==> src/logic/cpu_regs_pkg.sv <==
// Shared constants and carrier types for the processor register state
package cpu_regs_pkg;

  // ********************************************************************
  // Widths
  // ********************************************************************
  localparam int XLEN = 32;
  localparam int NUM_GPR = 32;
  localparam int GPR_AW = 5;
  localparam int CTL_AW = 3;

  // ********************************************************************
  // General register numbers with a fixed role
  // ********************************************************************
  localparam logic [4:0] REG_ZERO = 5'h00;
  localparam logic [4:0] EXCEPTION_TEMP_REG = 5'h18;
  localparam logic [4:0] BREAKPOINT_TEMP_REG = 5'h19;
  localparam logic [4:0] EXCEPTION_RETURN_REG = 5'h1d;
  localparam logic [4:0] BREAK_RETURN_REG = 5'h1e;
  localparam logic [4:0] RETURN_ADDRESS_REG = 5'h1f;

  // ********************************************************************
  // Control register indices and fields
  // ********************************************************************
  localparam logic [2:0] CTL_PROCESSOR_STATUS = 3'h0;
  localparam logic [2:0] CTL_EXCEPTION_SAVED_STATUS = 3'h1;
  localparam logic [2:0] CTL_BREAK_SAVED_STATUS = 3'h2;
  localparam logic [2:0] CTL_INTERRUPT_LINE_ENABLE = 3'h3;
  localparam logic [2:0] CTL_INTERRUPT_PENDING = 3'h4;
  localparam logic [2:0] CTL_PROCESSOR_IDENTIFIER = 3'h5;
  localparam int INT_ENABLE_BIT = 0;

  // ********************************************************************
  // Reset values and generation-time constants
  // ********************************************************************
  localparam logic STATUS_RESET = 1'b0;
  localparam logic [31:0] LINE_ENABLE_RESET = 32'h0000_0000;
  localparam logic [31:0] GPR_RESET = 32'h0000_0000;
  // Arbitrary value, replaced at system generation
  localparam logic [31:0] PROCESSOR_ID_DEFAULT = 32'h0000_0001;
  localparam logic [31:0] EXC_HANDLER_DEFAULT = 32'h0000_0020;

  // ********************************************************************
  // Types
  // ********************************************************************
  typedef struct packed {
    logic en;
    logic [4:0] addr;
    logic [31:0] data;
  } gpr_write_t;

  typedef struct packed {
    logic en;
    logic [2:0] idx;
    logic [31:0] data;
  } ctl_write_t;

  typedef enum logic [1:0] {
    MODE_NORMAL = 2'b01,
    MODE_DEBUG = 2'b10
  } mode_t;

endpackage

==> src/logic/cpu_register_file_control.sv <==
// Architectural register state: general registers, control registers, modes
`timescale 1ns/100ps
module cpu_register_file_control #(
  parameter logic [31:0] PROCESSOR_ID = cpu_regs_pkg::PROCESSOR_ID_DEFAULT,
  parameter logic [31:0] EXC_HANDLER_ADDR = cpu_regs_pkg::EXC_HANDLER_DEFAULT
) (
  input wire logic clk_sys,
  input wire logic rst,
  input wire logic [4:0] gpr_rd_addr_a,
  input wire logic [4:0] gpr_rd_addr_b,
  output logic [31:0] gpr_rd_data_a,
  output logic [31:0] gpr_rd_data_b,
  input cpu_regs_pkg::gpr_write_t gpr_wr,
  input wire logic call_exec,
  input wire logic [31:0] call_link_addr,
  output logic [31:0] return_target,
  input wire logic [2:0] ctl_rd_idx,
  output logic [31:0] ctl_rd_data,
  input cpu_regs_pkg::ctl_write_t ctl_wr,
  input wire logic [31:0] irq,
  output logic int_request,
  input wire logic exc_take,
  input wire logic [31:0] exc_next_addr,
  output logic [31:0] exc_handler_addr,
  input wire logic eret_exec,
  output logic [31:0] eret_target,
  input wire logic break_instr,
  input wire logic hw_break,
  input wire logic [31:0] break_next_addr,
  input wire logic bret_exec,
  output logic debug_mode
);

  // ********************************************************************
  // Control register state
  // ********************************************************************
  logic global_int_enable;
  logic exc_saved_int_enable;
  logic brk_saved_int_enable;
  logic [31:0] interrupt_line_enable;
  logic next_global_int_enable;
  logic next_exc_saved_int_enable;
  logic next_brk_saved_int_enable;
  logic [31:0] next_interrupt_line_enable;
  logic [31:0] next_ctl_rd_data;
  logic [31:0] interrupt_pending;
  logic brk_take;
  logic bret_take;
  logic eret_take;
  logic ctl_event;
  cpu_regs_pkg::gpr_write_t gpr_wr_sel;

  function automatic logic [31:0] status_word(input logic bit0);
    status_word = {31'h0000_0000, bit0};
  endfunction

  function automatic logic ctl_hit(input cpu_regs_pkg::ctl_write_t w, input logic [2:0] idx);
    ctl_hit = w.en && (w.idx == idx);
  endfunction

  // ********************************************************************
  // Operating mode
  // ********************************************************************
  mode_fsm u_mode (
    .clk_sys(clk_sys),
    .rst(rst),
    .enter_req(break_instr | hw_break),
    .exit_req(bret_exec),
    .debug_mode(debug_mode),
    .enter_take(brk_take),
    .exit_take(bret_take)
  );

  // Exception entry outranks a same-cycle exception return; a break or break return is still taken
  assign eret_take = eret_exec && !exc_take;

  // An exception, exception return, break or break return drops a control write in that cycle; a call does not
  assign ctl_event = exc_take || eret_take || brk_take || bret_take;

  // ********************************************************************
  // General register write steering
  // ********************************************************************
  always_comb begin
    gpr_wr_sel = gpr_wr;
    if (exc_take) begin
      gpr_wr_sel.en = 1'b1;
      gpr_wr_sel.addr = cpu_regs_pkg::EXCEPTION_RETURN_REG;
      gpr_wr_sel.data = exc_next_addr;
    end else if (brk_take) begin
      gpr_wr_sel.en = 1'b1;
      gpr_wr_sel.addr = cpu_regs_pkg::BREAK_RETURN_REG;
      gpr_wr_sel.data = break_next_addr;
    end else if (call_exec) begin
      gpr_wr_sel.en = 1'b1;
      gpr_wr_sel.addr = cpu_regs_pkg::RETURN_ADDRESS_REG;
      gpr_wr_sel.data = call_link_addr;
    end
  end

  gpr_bank u_gpr (
    .clk_sys(clk_sys),
    .rst(rst),
    .wr(gpr_wr_sel),
    .rd_addr_a(gpr_rd_addr_a),
    .rd_addr_b(gpr_rd_addr_b),
    .rd_data_a(gpr_rd_data_a),
    .rd_data_b(gpr_rd_data_b),
    .return_address_q(return_target),
    .exception_return_q(eret_target)
  );

  assign exc_handler_addr = EXC_HANDLER_ADDR;

  // ********************************************************************
  // Interrupt gating
  // ********************************************************************
  assign interrupt_pending = irq & interrupt_line_enable;
  assign int_request = global_int_enable && (|interrupt_pending) && !debug_mode;

  // ********************************************************************
  // Control register update, exception and break copies
  // ********************************************************************
  always_comb begin
    next_global_int_enable = global_int_enable;
    next_exc_saved_int_enable = exc_saved_int_enable;
    next_brk_saved_int_enable = brk_saved_int_enable;
    next_interrupt_line_enable = interrupt_line_enable;
    if (exc_take) begin
      next_exc_saved_int_enable = global_int_enable;
      next_global_int_enable = 1'b0;
    end else if (eret_take) begin
      next_global_int_enable = exc_saved_int_enable;
    end else if (brk_take) begin
      next_brk_saved_int_enable = global_int_enable;
    end else if (bret_take) begin
      next_global_int_enable = brk_saved_int_enable;
    end else begin
      // Only bit 0 of the status registers is kept; ids 4 and 5 ignore writes
      if (ctl_hit(ctl_wr, cpu_regs_pkg::CTL_PROCESSOR_STATUS)) begin
        next_global_int_enable = ctl_wr.data[cpu_regs_pkg::INT_ENABLE_BIT];
      end
      if (ctl_hit(ctl_wr, cpu_regs_pkg::CTL_EXCEPTION_SAVED_STATUS)) begin
        next_exc_saved_int_enable = ctl_wr.data[cpu_regs_pkg::INT_ENABLE_BIT];
      end
      if (ctl_hit(ctl_wr, cpu_regs_pkg::CTL_BREAK_SAVED_STATUS)) begin
        next_brk_saved_int_enable = ctl_wr.data[cpu_regs_pkg::INT_ENABLE_BIT];
      end
      if (ctl_hit(ctl_wr, cpu_regs_pkg::CTL_INTERRUPT_LINE_ENABLE)) begin
        next_interrupt_line_enable = ctl_wr.data;
      end
    end
    // A break that meets an exception or return still saves the old status
    if (brk_take) begin
      next_brk_saved_int_enable = global_int_enable;
    end
  end

  // ********************************************************************
  // Control register read
  // ********************************************************************
  always_comb begin
    case (ctl_rd_idx)
      cpu_regs_pkg::CTL_PROCESSOR_STATUS: begin
        next_ctl_rd_data = status_word(global_int_enable);
      end
      cpu_regs_pkg::CTL_EXCEPTION_SAVED_STATUS: begin
        next_ctl_rd_data = status_word(exc_saved_int_enable);
      end
      cpu_regs_pkg::CTL_BREAK_SAVED_STATUS: begin
        next_ctl_rd_data = status_word(brk_saved_int_enable);
      end
      cpu_regs_pkg::CTL_INTERRUPT_LINE_ENABLE: begin
        next_ctl_rd_data = interrupt_line_enable;
      end
      cpu_regs_pkg::CTL_INTERRUPT_PENDING: begin
        next_ctl_rd_data = interrupt_pending;
      end
      cpu_regs_pkg::CTL_PROCESSOR_IDENTIFIER: begin
        next_ctl_rd_data = PROCESSOR_ID;
      end
      default: begin
        next_ctl_rd_data = 32'h0000_0000;
      end
    endcase
  end

  always_ff @(posedge clk_sys) begin
    if (rst) begin
      global_int_enable <= cpu_regs_pkg::STATUS_RESET;
      exc_saved_int_enable <= cpu_regs_pkg::STATUS_RESET;
      brk_saved_int_enable <= cpu_regs_pkg::STATUS_RESET;
      interrupt_line_enable <= cpu_regs_pkg::LINE_ENABLE_RESET;
      ctl_rd_data <= 32'h0000_0000;
    end else begin
      global_int_enable <= next_global_int_enable;
      exc_saved_int_enable <= next_exc_saved_int_enable;
      brk_saved_int_enable <= next_brk_saved_int_enable;
      interrupt_line_enable <= next_interrupt_line_enable;
      ctl_rd_data <= next_ctl_rd_data;
    end
  end
endmodule

==> src/logic/gpr_bank.sv <==
// Thirty-two general registers with registered reads and a zero register
`timescale 1ns/100ps
module gpr_bank (
  input wire logic clk_sys,
  input wire logic rst,
  input cpu_regs_pkg::gpr_write_t wr,
  input wire logic [4:0] rd_addr_a,
  input wire logic [4:0] rd_addr_b,
  output logic [31:0] rd_data_a,
  output logic [31:0] rd_data_b,
  output logic [31:0] return_address_q,
  output logic [31:0] exception_return_q
);

  logic [31:0] regs [cpu_regs_pkg::NUM_GPR];
  logic [31:0] next_regs [cpu_regs_pkg::NUM_GPR];
  logic [31:0] next_rd_data_a;
  logic [31:0] next_rd_data_b;

  always_comb begin
    for (int i = 0; i < cpu_regs_pkg::NUM_GPR; i++) begin
      next_regs[i] = regs[i];
    end
    if (wr.en && wr.addr != cpu_regs_pkg::REG_ZERO) begin
      next_regs[wr.addr] = wr.data;
    end
    next_regs[cpu_regs_pkg::REG_ZERO] = cpu_regs_pkg::GPR_RESET;
    next_rd_data_a = regs[rd_addr_a];
    next_rd_data_b = regs[rd_addr_b];
  end

  always_ff @(posedge clk_sys) begin
    if (rst) begin
      for (int i = 0; i < cpu_regs_pkg::NUM_GPR; i++) begin
        regs[i] <= cpu_regs_pkg::GPR_RESET;
      end
      rd_data_a <= cpu_regs_pkg::GPR_RESET;
      rd_data_b <= cpu_regs_pkg::GPR_RESET;
      return_address_q <= cpu_regs_pkg::GPR_RESET;
      exception_return_q <= cpu_regs_pkg::GPR_RESET;
    end else begin
      for (int i = 0; i < cpu_regs_pkg::NUM_GPR; i++) begin
        regs[i] <= next_regs[i];
      end
      rd_data_a <= next_rd_data_a;
      rd_data_b <= next_rd_data_b;
      return_address_q <= regs[cpu_regs_pkg::RETURN_ADDRESS_REG];
      exception_return_q <= regs[cpu_regs_pkg::EXCEPTION_RETURN_REG];
    end
  end

endmodule

==> src/logic/mode_fsm.sv <==
// Normal and debug operating mode tracker
`timescale 1ns/100ps
module mode_fsm (
  input wire logic clk_sys,
  input wire logic rst,
  input wire logic enter_req,
  input wire logic exit_req,
  output logic debug_mode,
  output logic enter_take,
  output logic exit_take
);

  cpu_regs_pkg::mode_t state;
  cpu_regs_pkg::mode_t next_state;

  always_comb begin
    next_state = state;
    enter_take = 1'b0;
    exit_take = 1'b0;
    case (state)
      cpu_regs_pkg::MODE_NORMAL: begin
        if (enter_req) begin
          enter_take = 1'b1;
          next_state = cpu_regs_pkg::MODE_DEBUG;
        end
      end
      cpu_regs_pkg::MODE_DEBUG: begin
        if (exit_req) begin
          exit_take = 1'b1;
          next_state = cpu_regs_pkg::MODE_NORMAL;
        end
      end
      default: begin
        next_state = cpu_regs_pkg::MODE_NORMAL;
      end
    endcase
  end

  always_ff @(posedge clk_sys) begin
    if (rst) begin
      state <= cpu_regs_pkg::MODE_NORMAL;
    end else begin
      state <= next_state;
    end
  end

  assign debug_mode = (state == cpu_regs_pkg::MODE_DEBUG);

endmodule

==> config.mk <==
export PLATFORM = sky130hd
export DESIGN_NAME = cpu_register_file_control
export DESIGN_NICKNAME = d
export VERILOG_FILES = /design/src/logic/cpu_regs_pkg.sv /design/src/logic/cpu_register_file_control.sv /design/src/logic/gpr_bank.sv /design/src/logic/mode_fsm.sv
export SDC_FILE = /design/constraint.sdc
export NUM_CORES = 2
export LEC_CHECK = 0
export BUFFER_PORTS_ARGS = -buffer_cell sky130_fd_sc_hd__buf_4
export CAP_MARGIN = 5
export CELL_PAD_IN_SITES_DETAIL_PLACEMENT = 1
export CELL_PAD_IN_SITES_GLOBAL_PLACEMENT = 1
export CORE_ASPECT_RATIO = 1.1
export CORE_MARGIN = 1
export CORE_UTILIZATION = 51
export DETAILED_ROUTE_END_ITERATION = 10
export HOLD_SLACK_MARGIN = 0.03
export PLACE_DENSITY = 0.82
export SLEW_MARGIN = 20
export SYNTH_ARGS = -nofsm -noshare
export SYNTH_HDL_FRONTEND = slang
export SYNTH_SLANG_ARGS = --single-unit
==> constraint.sdc <==
create_clock -name clk_sys -period 4.85 [get_ports clk_sys]
set_input_delay 0.97 -clock clk_sys [delete_from_list [all_inputs] [get_ports clk_sys]]
set_output_delay 0.97 -clock clk_sys [all_outputs]
set_load 0.005 [all_outputs]
Yosys cells after proc, flatten, opt, wreduce, memory -nomap -nowiden
Memory sizes are Yosys's and may differ from the RTL's. A register that Yosys moved wholly into a read port is not among the register bits. Cells that the tools add are included.

Add/subtract/negate cells: 0. $mul: 0. Divide/modulo/power cells: 0. $lt $le $gt $ge: 2. Equal/unequal tests: 19. Shifts and indexed selects: 0. Multiplexer cells: 64. Bitwise logic cells: 39. Reduce and logical (&&, ||, !) cells: 24.

Operators by type and width (number): 32-bit two-way mux (33); 1024-bit bitwise mux (1); 992-bit two-way mux (1); 32-bit one-hot mux with 6 select lines (1); 32-bit demux with 5-bit select (1); 38-bit two-way mux (3); 1-bit bitwise OR (33); 32-bit bitwise AND (1); 32-bit OR reduction (1); 1-bit two-way mux (21); 3-bit by 2-bit equality test with 1-bit output, second input constant (4); 2-bit inequality test, second input constant (6); 1-bit logical AND (9); 4-bit AND reduction (2); 3-bit by 1-bit equality test with 1-bit output, second input constant (2); 3-bit equality test, second input constant (2); 6-bit greater-or-equal comparator, second input constant (1); 3-bit logical NOT (2); 6-bit by 1-bit less-than comparator with 1-bit output, second input constant (1); 2-bit by 1-bit inequality test with 1-bit output, second input constant (3); 5-bit NOT with 6-bit output (1); 5-bit AND reduction (1); 5-bit nonzero test (1); 2-bit two-way mux (2); 9 further kinds (15).

Register bits after elaboration: 69. Bits in latches: 0. RAM bits: 1024. Bits in read-only memories: 0. Input bits: 223. Logic and storage cells: 155. Memories: 1.

Memory list: u_gpr.regs (words 32, bits a word 32, rd ports 36, clocked after memory_dff 4, write ports 32, RTL line gpr_bank.sv:15) `logic [31:0] regs [cpu_regs_pkg::NUM_GPR];`.

Depth between registers and ports, before layout
Depth in word-level cells: 13. Depth in mapped cells: 10. Gate-level depth less buffers: 5.

By module
A second synthesis with hierarchy kept.

Cells, all modules: 6696. Area, all modules: 57626.5 um^2.

Modules (own cells, without submodules): gpr_bank (instances 1, cells each 6131, area each 53655.2 um^2, seq. area each 22421.5 um^2); cpu_register_file_control (instances 1, cells each 557, area each 3880.0 um^2, seq. area each 1341.3 um^2); mode_fsm (instances 1, cells each 8, area each 91.3 um^2, seq. area each 40.0 um^2).

Least setup slack after synthesis
No wires, ideal clock.

Path kind: input-to-output. Start: input port irq[28]. End: output port int_request. Arrival time: 1.845 ns. Required time: 3.880 ns. Slack: 2.035 ns. Stages on the path: 4. Path through: a22o_1 a221oi_1 nand4_1 o311a_1.

Cells in the longest elaborated chain, start to end: 4.

RTL lines: start, declared (RTL line cpu_register_file_control.sv:20) `input wire logic [31:0] irq,`; 32-bit bitwise AND (RTL line cpu_register_file_control.sv:117) `assign interrupt_pending = irq & interrupt_line_enable;`; 32-bit OR reduction (RTL line cpu_register_file_control.sv:118) `assign int_request = global_int_enable && (|interrupt_pending) && !debug_mode;`; 1-bit logical AND (2 in series) (RTL line cpu_register_file_control.sv:118); end, declared (RTL line cpu_register_file_control.sv:21) `output logic int_request,`.

No other way between the ends.

Worst setup path in the final report
Start: input port irq[3]. End: output port int_request.

Same word-level chain as after synthesis.

==> out/summary.txt <==
Fmax - 300 MHz
Worst Path Arrival - 2.37 ns
DRT Wirelength - 213 mm
# DRC - 0
CP Max Fanout - 2
Initial Utilization - 51.6%
DRT iter0 DRCs - 5123
Die height - 351 um
Post-CTS Repair Setup Buffers - 0
Core area - 109000 um^2
Startpoint Class - input pin
Post-layout util - 59.0%
Routed length per instance - 29.2 um
Final Hold Violating Endpoints - 0
Clock Skew - 0.0324 ns
Cts repair resizes - 0
GRT overflow - 0
Leakage - 22.2 nW
Post-Syn Area per Cell - 9.80 um^2
Count of cell types in the netlist - 56
Pin count of the biggest net entering global routing - 155
TritonCTS buffer count - 132
Final layout net count - 5999
Final setup TNS - 0 ns
GRT Overall Usage - 37.2%
PD cells - 354 nW/um^2
Biggest area consumer among synthesized cells - dfxtp_1
Worst-margin pin slew - 1.18 ns
Drt first pass iters - 5
Mapped Area - 56400 um^2
Status - completed
Most frequent cells after synthesis - dfxtp_1 (1189), nor2_1 (1146), a211oi_1 (1101)
Setup violators final - 0
Port Buf Inserts - 384
Post-DP HPWL - 132 mm
Post-synthesis sequential area ratio - 42.2%
Max IR drop VDD - 0.000300 V
Worst path max stage delay - 0.38 ns
Sw Ratio - 26.6%
Post-synthesis async set-or-reset flop share - 0%
Die Area - 112000 um^2
Vias per cell - 6.81
Delay-heaviest family, CP - compound AO/OA/AOI/OAI gates
Vias in the first global route - 51000
Clk Latency, worst-skew pair - 0.75 ns
Final hold slack - 0.427 ns
Clock sinks - 1189
CP max-delay cell - o311a_1
CP dominant cell by count - buf_4
CTS clk-pin slew, worst paths - 0.07 ns
Crit share post-route - 68.8%
First-pass GRT wire length - 320 mm
Buf+Inv Stages, Crit Path - 2
Post-synth EDFFs - 0
Synth Flop Type - dfxtp_1
Initial antenna violation count - 10
GP Congestion - 0.891
CTS tree - done
Post-Synthesis Cells - 5763
P_sw - 6.07 mW
Yosys top cell area share - 42.2%
Fraction of layout cells with a size suffix above 1 - 20.0%
Vias - 49700
Clock Path Buffers - 3
RSZ-0062 raised after global routing - no
Final worst path period need - 3.34 ns
Row cnt - 127
Required @ worst endpoint - 3.88 ns
Hold Crit Class - register to register
H-tree depth - 4
Synth area leaders - dfxtp_1 (42%), a211oi_1 (15%), mux4_2 (11%), nor2_1 (7.6%), mux2i_1 (7.5%)
Internal - 16.7 mW
Synthesis Warnings - 0
MaxCap Viol Count - 0
Die Wd - 319 um
CP Class - input pin to output port
Final total power - 22.8 mW
Area Overhead vs Synth - 14.2%
Logic pwr share - 11.3%
Clk network pwr share - 44.4%
Seq cells post-synth - 1189
Seq pwr share - 44.3%
ANT nets after route - 0
Final Max Tran Viols - 0
CTS Root Cell - clkbuf_16
CP Capture Type - output port
Cells along the critical path - buf_4, a22o_1, a221oi_1, nand4_1, o311a_1, buf_4
Ports - 417
Slew HR - 21.2%
CTS Hold Bufs - 0
Count leader, synth - dfxtp_1
[registers in the layout, summed over array words and instances, names as in the netlist]
signal                    count
u_mode.state                  2
u_gpr.exception_return_q     32
u_gpr.rd_data_b              32
brk_saved_int_enable          1
exc_saved_int_enable          1
ctl_rd_data                  32
u_gpr.regs                  992
u_gpr.rd_data_a              32
global_int_enable             1
u_gpr.return_address_q       32
interrupt_line_enable        32
[path summary, 6_finish.rpt]
kind / endpoint / slack (ns) / from / cells past startpoint
max reg2reg: u_gpr.regs[30][7] / 1.91 / u_mode.state[1] / 7
max: int_request / 1.51 / irq[3] / 6
min: ctl_rd_data[29] / 0.43 / interrupt_line_enable[29] / 2
min reg2reg: ctl_rd_data[29] / 0.43 / interrupt_line_enable[29] / 2
[routing by layer]
| metal | share of wire [%] | vias to the layer above | track usage (%) |
|---|---|---|---|
| met5 | 0.025 | - | 0 |
| met4 | 5.1 | 8 | 19.2 |
| met3 | 7.7 | 547 | 6.60 |
| met2 | 46 | 2383 | 59.4 |
| met1 | 41 | 25300 | 48.4 |
| li1 | - | 21500 | - |
[final cells by class]
class	instances	area, um^2
Tap cell	1419	1780
Clock buffer	202	4050
Timing Repair Buffer	555	4570
Inverter	4	15.0
Antenna cell	4	10.0
Multi-Input combinational cell	3894	30000
Fill cell	11700	44800
Clock inverter	28	277
Sequential cell	1189	23800
[logic make-up (layout without fill, tap and decap cells)]
kind of cell	after synthesis	after routing	synth area share, %
and+or+nand+nor	1592	1592	12.0
AOI/OAI and AO/OA	1487	1487	20.0
DFF	1189	1189	42.2
muxes	783	783	20.4
buffers and inverters	710	789	5.41
other	2	36	0.0133
[tightest hold or removal path, delay by kind of cell, from the launching register on]
kind | cells | cell delay (ns)
flip-flops | 1 | 0.32
AND/OR/NAND/NOR | 1 | 0.06
AO/OA/AOI/OAI | 1 | 0.03
[cell usage in the layout, fill, tap and decap left out, types with 74 or more instances in the layout]
cell	count
a221oi_1	177
a211oi_1	1101
clkbuf_16	138
mux2_2	74
nor2b_1	171
buf_4	520
nor2_1	1124
dfxtp_1	1189
mux2i_1	423
nand2_1	152
mux4_2	286
[per-stage QoR]
| stage | cell area (um^2) | std cells | setup slack (ns) |
|---|---|---|---|
| final | 64500 | 7295 | 1.51 |
| after global routing | 64500 | 7294 | 1.46 |
| after CTS | 64500 | 7291 | 1.50 |
| after detailed placement | 60200 | 7061 | 1.02 |
| after global placement | 60200 | 7061 | 1.05 |
| after floorplan | 56600 | 5793 | 2.04 |
[power groups by stage]
stage	clock, mW	combinational, mW	sequential, mW
5_1_grt	10.6	2.67	10.1
3_3_place_gp	0	2.45	10.3
4_1_cts	10.2	2.51	10.1
3_5_place_dp	0	2.49	10.3
2_1_floorplan	0	1.47	10.2
6_report	10.1	2.58	10.1
Note: power is estimated with default switching activity, not from simulation.
